$ cat config.mk
export PLATFORM = sky130hd
export DESIGN_NAME = activity_monitor
export DESIGN_NICKNAME = d
export VERILOG_FILES = /design/src/hw/actmon_pkg.sv /design/src/hw/activity_monitor.sv /design/src/hw/pin_sync.sv
export SDC_FILE = /design/constraint.sdc
export NUM_CORES = 1
export LEC_CHECK = 0
export BUFFER_PORTS_ARGS = -buffer_cell sky130_fd_sc_hd__buf_2
export CAP_MARGIN = 0
export CORE_AREA = 2 2 105 107
export DETAILED_ROUTE_END_ITERATION = 8
export DIE_AREA = 0 0 107 109
export REMOVE_ABC_BUFFERS = 1
export SLEW_MARGIN = 10
export SYNTH_ARGS = -nofsm -noshare
export SYNTH_HDL_FRONTEND = slang
export SYNTH_SLANG_ARGS = --single-unit
$ cat constraint.sdc
create_clock -name clk -period 1.4 [get_ports clk]
set_input_delay 0.14 -clock clk [delete_from_list [all_inputs] [get_ports clk]]
set_output_delay 0.14 -clock clk [all_outputs]
set_load 0.03 [all_outputs]
$ cat src/hw/actmon_pkg.sv
package actmon_pkg;
  // ----------------------------------------------------------------
  // Register map (core special-function register space)
  // ----------------------------------------------------------------
  localparam logic [7:0] ADDR_ACTIVITY_ENABLE       = 8'h92;
  localparam logic [7:0] ADDR_STROBE_QUALIFY        = 8'h93;
  localparam logic [7:0] ADDR_ACTIVE_LEVEL_SELECT   = 8'h94;
  localparam logic [7:0] ADDR_ACTIVITY_FLAGS        = 8'h95;
  localparam logic [7:0] ADDR_IRQ_ENABLE_REG        = 8'hA8;
  localparam logic [7:0] ADDR_IRQ_PRIORITY_REG      = 8'hB8;
  // ----------------------------------------------------------------
  // Field positions, reset values and synchroniser depth
  // ----------------------------------------------------------------
  localparam int         ACTIVITY_IRQ_BIT           = 6;
  localparam logic [7:0] REG_RESET                  = 8'h00;
  localparam int         SYNC_STAGES                = 3;
endpackage

$ cat src/hw/activity_monitor.sv
`timescale 1ns/1ns
module activity_monitor
  import actmon_pkg::*;
#(
  parameter int NPINS = 8
) (
  input  wire logic             clk,                   // Core clock 20 MHz
  input  wire logic             rstn,                  // Sync reset, low
  input  wire logic [7:0]       sfr_addr,              // SFR address
  input  wire logic [7:0]       sfr_wdata,             // SFR write data
  input  wire logic             sfr_wr,                // SFR write strobe
  input  wire logic             sfr_rd,                // SFR read strobe
  output logic      [7:0]       sfr_rdata,             // Registered read
  output logic                  sfr_hit,               // Address claimed
  input  wire logic [NPINS-1:0] monitor_input_pin,     // Chip-select pins
  input  wire logic             host_io_read_strobe_n, // Host read, low
  input  wire logic             host_io_write_strobe_n,// Host write, low
  output logic      [NPINS-1:0] port_input_buffer,     // Pin levels
  output logic                  activity_irq,          // Interrupt to core
  output logic                  activity_irq_priority  // High priority
);
  // ----------------------------------------------------------------
  // State
  // ----------------------------------------------------------------
  typedef struct packed {
    logic [NPINS-1:0] activity_enable;
    logic [NPINS-1:0] strobe_qualify;
    logic [NPINS-1:0] active_level_select;
    logic [NPINS-1:0] activity_flags;
    logic             activity_irq_enable;
    logic             activity_irq_priority;
    logic [7:0]       rdata;
    logic             hit;
    logic [NPINS-1:0] pins;
    logic             irq;
  } mon_state_t;

  mon_state_t st;
  mon_state_t next_st;

  logic [NPINS+1:0] sync_in;
  logic [NPINS+1:0] sync_out;
  logic [NPINS-1:0] pin_lvl;
  logic             strobe_ok;
  logic [NPINS-1:0] valid_state;

  initial begin
    if (NPINS < 1 || NPINS > 8) $error("activity_monitor: NPINS 1..8");
  end

  // ----------------------------------------------------------------
  // Input synchronisation
  // ----------------------------------------------------------------
  assign sync_in = {host_io_write_strobe_n, host_io_read_strobe_n,
                    monitor_input_pin};

  // Pins and strobes share one filter so their delays match
  pin_sync #(.WIDTH(NPINS + 2)) u_sync (
    .clk  (clk),
    .rstn (rstn),
    .din  (sync_in),
    .dout (sync_out)
  );

  assign pin_lvl   = sync_out[NPINS-1:0];
  // Either strobe low counts as an accompanying host access
  assign strobe_ok = ~sync_out[NPINS] | ~sync_out[NPINS+1];

  // Per-pin valid state: polarity match, optionally qualified
  genvar g;
  generate
    for (g = 0; g < NPINS; g++) begin : g_valid
      assign valid_state[g] =
        st.activity_enable[g]
        & (pin_lvl[g] == st.active_level_select[g])
        & (~st.strobe_qualify[g] | strobe_ok);
    end
  endgenerate

  // ----------------------------------------------------------------
  // Next-state logic
  // ----------------------------------------------------------------
  always_comb begin
    next_st      = st;
    next_st.hit  = 1'b0;
    next_st.rdata = 8'h00;
    next_st.pins = pin_lvl;
    // Register writes
    if (sfr_wr) begin
      unique case (sfr_addr)
        ADDR_ACTIVITY_ENABLE:
          next_st.activity_enable = sfr_wdata[NPINS-1:0];
        ADDR_STROBE_QUALIFY:
          next_st.strobe_qualify = sfr_wdata[NPINS-1:0];
        ADDR_ACTIVE_LEVEL_SELECT:
          next_st.active_level_select = sfr_wdata[NPINS-1:0];
        ADDR_ACTIVITY_FLAGS:
          // Zero bits clear, one bits hold
          next_st.activity_flags =
            st.activity_flags & sfr_wdata[NPINS-1:0];
        ADDR_IRQ_ENABLE_REG:
          next_st.activity_irq_enable = sfr_wdata[ACTIVITY_IRQ_BIT];
        ADDR_IRQ_PRIORITY_REG:
          next_st.activity_irq_priority = sfr_wdata[ACTIVITY_IRQ_BIT];
        default: ;
      endcase
    end
    // Hardware set applied after the clear so a same-cycle event wins
    next_st.activity_flags = next_st.activity_flags | valid_state;
    // Reads are registered; unmapped addresses return zero, no hit
    if (sfr_rd) begin
      next_st.hit = 1'b1;
      unique case (sfr_addr)
        ADDR_ACTIVITY_ENABLE:
          next_st.rdata[NPINS-1:0] = st.activity_enable;
        ADDR_STROBE_QUALIFY:
          next_st.rdata[NPINS-1:0] = st.strobe_qualify;
        ADDR_ACTIVE_LEVEL_SELECT:
          next_st.rdata[NPINS-1:0] = st.active_level_select;
        ADDR_ACTIVITY_FLAGS:
          next_st.rdata[NPINS-1:0] = st.activity_flags;
        ADDR_IRQ_ENABLE_REG:
          next_st.rdata[ACTIVITY_IRQ_BIT] = st.activity_irq_enable;
        ADDR_IRQ_PRIORITY_REG:
          next_st.rdata[ACTIVITY_IRQ_BIT] = st.activity_irq_priority;
        default:
          next_st.hit = 1'b0;
      endcase
    end
    // Only flags of enabled pins reach the core, then the global gate
    next_st.irq = st.activity_irq_enable
                  & |(st.activity_flags & st.activity_enable);
  end

  // ----------------------------------------------------------------
  // State register
  // ----------------------------------------------------------------
  always_ff @(posedge clk) begin
    if (!rstn) begin
      st                     <= '0;
      st.activity_enable     <= REG_RESET[NPINS-1:0];
      st.strobe_qualify      <= REG_RESET[NPINS-1:0];
      st.active_level_select <= REG_RESET[NPINS-1:0];
      st.activity_flags      <= REG_RESET[NPINS-1:0];
    end else begin
      st <= next_st;
    end
  end

  assign sfr_rdata             = st.rdata;
  assign sfr_hit               = st.hit;
  assign port_input_buffer     = st.pins;
  assign activity_irq          = st.irq;
  assign activity_irq_priority = st.activity_irq_priority;

  // ----------------------------------------------------------------
  // Checks
  // ----------------------------------------------------------------
  property p_enable_gate;
    @(posedge clk) disable iff (!rstn)
    (st.activity_enable == '0 && $stable(st.activity_enable))
      |-> ##1 (st.activity_flags & ~$past(st.activity_flags)) == '0;
  endproperty
  a_enable_gate: assert property (p_enable_gate)
    else $error("flag set on a disabled pin");

  property p_pins_follow;
    @(posedge clk) disable iff (!rstn)
    1'b1 |=> port_input_buffer == $past(pin_lvl);
  endproperty
  a_pins_follow: assert property (p_pins_follow)
    else $error("input buffer does not follow pin level");

  property p_flag_sets;
    @(posedge clk) disable iff (!rstn)
    (st.activity_enable[0] && pin_lvl[0] == st.active_level_select[0]
     && (!st.strobe_qualify[0] || strobe_ok)) |=> st.activity_flags[0];
  endproperty
  a_flag_sets: assert property (p_flag_sets)
    else $error("valid state did not set flag");

  property p_polarity;
    @(posedge clk) disable iff (!rstn)
    (!st.activity_flags[0] && pin_lvl[0] != st.active_level_select[0])
      |=> !st.activity_flags[0];
  endproperty
  a_polarity: assert property (p_polarity)
    else $error("inactive level set flag");

  property p_qualify;
    @(posedge clk) disable iff (!rstn)
    (!st.activity_flags[0] && st.strobe_qualify[0] && !strobe_ok)
      |=> !st.activity_flags[0];
  endproperty
  a_qualify: assert property (p_qualify)
    else $error("unqualified access set flag");

  property p_irq_gate;
    @(posedge clk) disable iff (!rstn)
    ##1 activity_irq == ($past(st.activity_irq_enable)
      && |($past(st.activity_flags) & $past(st.activity_enable)));
  endproperty
  a_irq_gate: assert property (p_irq_gate)
    else $error("interrupt not gated by enables and flags");

  property p_irq_global;
    @(posedge clk) disable iff (!rstn)
    !st.activity_irq_enable [*2] |-> !activity_irq;
  endproperty
  a_irq_global: assert property (p_irq_global)
    else $error("interrupt while globally disabled");

  property p_write_zero_clears;
    @(posedge clk) disable iff (!rstn)
    (sfr_wr && sfr_addr == ADDR_ACTIVITY_FLAGS && !sfr_wdata[0]
     && !valid_state[0]) |=> !st.activity_flags[0];
  endproperty
  a_write_zero_clears: assert property (p_write_zero_clears)
    else $error("write of zero did not clear flag");

  property p_reset_zero;
    @(posedge clk)
    !rstn |=> (st.activity_enable == '0 && st.strobe_qualify == '0
               && st.active_level_select == '0
               && st.activity_flags == '0);
  endproperty
  a_reset_zero: assert property (p_reset_zero)
    else $error("registers not zero after reset");
endmodule

$ cat src/hw/pin_sync.sv
`timescale 1ns/1ns
// ------------------------------------------------------------------
// Three-stage synchroniser with agreement filter
// ------------------------------------------------------------------
module pin_sync
  import actmon_pkg::*;
#(
  parameter int WIDTH = 8
) (
  input  wire logic             clk,   // Core clock
  input  wire logic             rstn,  // Sync reset, active low
  input  wire logic [WIDTH-1:0] din,   // Asynchronous inputs
  output logic      [WIDTH-1:0] dout   // Filtered, synchronised level
);
  typedef struct packed {
    logic [WIDTH-1:0] s1;
    logic [WIDTH-1:0] s2;
    logic [WIDTH-1:0] s3;
    logic [WIDTH-1:0] q;
  } sync_state_t;

  sync_state_t st;
  sync_state_t next_st;

  initial begin
    if (WIDTH < 1) $error("pin_sync: WIDTH must be at least 1");
  end

  // The first stage is read only by the second; output moves once the
  // second and third stages agree, so a one-cycle glitch is ignored
  always_comb begin
    next_st    = st;
    next_st.s1 = din;
    next_st.s2 = st.s1;
    next_st.s3 = st.s2;
    for (int i = 0; i < WIDTH; i++) begin
      if (st.s2[i] == st.s3[i]) next_st.q[i] = st.s3[i];
    end
  end

  always_ff @(posedge clk) begin
    if (!rstn) begin
      st <= '0;
    end else begin
      st <= next_st;
    end
  end

  assign dout = st.q;
endmodule

==> impl_metrics.tcl <==
set metrics [dict create \
    synthFlopType "dfxtp_1" \
    drive_gt1_frac 0.2319 \
    ir_drop_v 0.0004022 \
    start_kind "input port" \
    start_util 0.3390 \
    vias 2656 \
    hold_violations 0 \
    place_hpwl_um 5358 \
    core_area_sq_um 10600 \
    placed_cells 541 \
    overflow 0 \
    dr.pass1.iters 4 \
    gp_congestion 0.8294 \
    grt_pass1_wl_um 11960 \
    fin_crit_ns 1.194 \
    cp_max_fo 7 \
    timing.hold.ws_ns 0.06125 \
    dp_slack_ns -0.1726 \
    grt_usage 0.1330 \
    leakagePower_uw 0.001694 \
    synth_seq_cells 92 \
    netlist.area_leader.share 0.5124 \
    die_w_um 107 \
    die_y_um 109 \
    slew_violations 0 \
    setup_violations 0 \
    grt_max_degree 30 \
    hold_class "input port to register" \
    clockBufferDepth 2 \
    clk_latency_ns 0.36 \
    worst-setup-path-type "input port to register" \
    tns_ns 0 \
    synthCells 358 \
    synth_area_sq_um 3595 \
    filler_cell_count 1031 \
    tightestPinTransition_ns 0.4407 \
    synthTopCellsByArea "dfxtp_1 (51%), mux2i_1 (7.2%), and2_1 (6.8%)" \
    routedWlPerCell_um 13.29 \
    crit_required_ns 1.68 \
    numClockSinks 92 \
    final_cell_area_sq_um 4372 \
    syn_avg_cell_area_sq_um 10.04 \
    max_freq_ghz 0.8377 \
    rsz0062_at_grt "no" \
    cts-htree-levels 3 \
    detail_route.iter0.violations 148 \
    dieArea_sq_um 11660 \
    p_per_area_nw_per_um2 1127 \
    area_growth_pct 21.61 \
    yosysSeqAreaShare 0.5124 \
    cts_buffers 9 \
    via_per_inst 4.684 \
    nets 452 \
    grt_antenna_before_repair 0 \
    drc 0 \
    grt_pass1_vias 2470 \
    io_pins 49 \
    cts_tree "yes" \
    postRouteAntennaNets 0 \
    fin_crit_sh 0.8527 \
    final_cells 567 \
    detailed_place.area_sq_um 4040 \
    status "completed" \
    skew_ns 0.01075 \
    num_rows 38 \
    ys_types 36 \
    cap_violations 0 \
    synth_edf_count 0 \
    synth_warnings 0 \
    setup_ws_ns 0.2063 \
    clk_pin_slew_ns 0.09 \
    worstPathArrival_ns 1.48 \
    port_buffers 48 \
    num_antenna_cells 0 \
    synth_top_cell_by_area "dfxtp_1" \
    synthArstFlopShare 0 \
    clk_root_buffer_cell "clkbuf_8" \
    cp-end-kind "register" \
    wirelength_um 7533 \
    slew_headroom 0.7058 \
]
state kept, by name, summed over array words and instances, names as in the netlist:
signal	flops
u_sync.dout	10
activity_irq_priority	1
sfr_hit	1
port_input_buffer	8
activity_irq	1
u_sync.next_st	20
sfr_rdata	8
st	33
u_sync.st	10
routing by layer:
| metal | vias up | wire [um] | global-route usage | part of all wire |
|---|---|---|---|---|
| li1 | 1345 | - | - | - |
| met1 | 1228 | 3688 | 0.1796 | 0.49 |
| met2 | 75 | 3274 | 0.1956 | 0.43 |
| met3 | 8 | 455 | 0.02989 | 0.060 |
| met4 | 0 | 115 | 0.07607 | 0.015 |
| met5 | - | 0 | 0 | 0 |
synthesized netlist by cell type (all sizes together), types with 2 or more instances:
master  number
mux2i       26
clkbuf      11
nand2       46
nand4        2
nor2b       11
a22o         7
inv          2
dfxtp       92
xnor2        8
nor3         4
a22oi       10
buf         21
o21ai       19
and2        39
a21boi      18
nand3       17
a21oi        8
where the power goes:
part           total, uW  internal (uW)  switching [uW]
clock               2010           1070             944
combinational        248            130             118
sequential          2670           2650            13.6
total               4930           3850            1080
worst max-delay path, cell delays in order:
cell and delay [ns]:
buf_2 0.12, or4b_4 0.56, nor4b_4 0.21, buf_4 0.19
a22oi_1 0.09, a21oi_1 0.16
metrics by stage:
stage / util / power [uW]
2_1_floorplan: - / 2799
4_1_cts: 0.4123 / 4976
6_report: 0.4123 / 4927
3_3_place_gp: 0.3810 / 2950
3_5_place_dp: 0.3810 / 2954
5_1_grt: 0.4123 / 5122
layout by cell type, fill, tap and decap left out, types with 3 or more instances in the layout:
cell,instances
a21boi_0,18
xnor2_1,8
nand2_1,46
dfxtp_1,92
buf_12,3
a21oi_1,8
and2_1,39
buf_4,24
nand3_1,17
mux2i_1,26
dlygate4sd3_1,10
o21ai_0,19
a22oi_1,10
buf_2,48
nor2b_1,11
clkbuf_8,10
a22o_1,7
final timing paths:
check	start	endpoint	slack, ns	depth (start not counted)
worst max-delay path	sfr_addr[5]	sfr_rdata[1]	0.21	6
worst min-delay path	sfr_rd	sfr_hit	0.06	3
worst max register to register	u_sync.dout[9]	st[20]	0.35	3
worst min register to register	u_sync.next_st[20]	u_sync.next_st[10]	0.44	1
cell type report:
class / instances / area [sq um] / area share
timing repair buffer: 85 / 580.6 / 0.1328
tap: 140 / 175.2 / 0.04007
clock buffer: 10 / 137.6 / 0.03148
inverter: 2 / 7.507 / 0.001717
clock inverter: 6 / 93.84 / 0.02147
multi-input combinational: 232 / 1535 / 0.3512
sequential: 92 / 1842 / 0.4213
cells by family after synthesis:
group	synth area share
AO/OA/AOI/OAI	0.1281
XOR/XNOR	0.01949
buffers and inverters	0.06056
flip-flops	0.5124
multiplexers	0.07553
AND/OR/NAND/NOR	0.2040
what timing repair did:
| item | 4_1_cts | 5_1_grt |
|---|---|---|
| hold buffers | 10 | 0 |
| hold endpoints to repair | 10 | 0 |
| gates resized for setup | 0 | 0 |
| buffers inserted | 0 | 0 |
No activity file was read; power rests on OpenSTA's default activity.
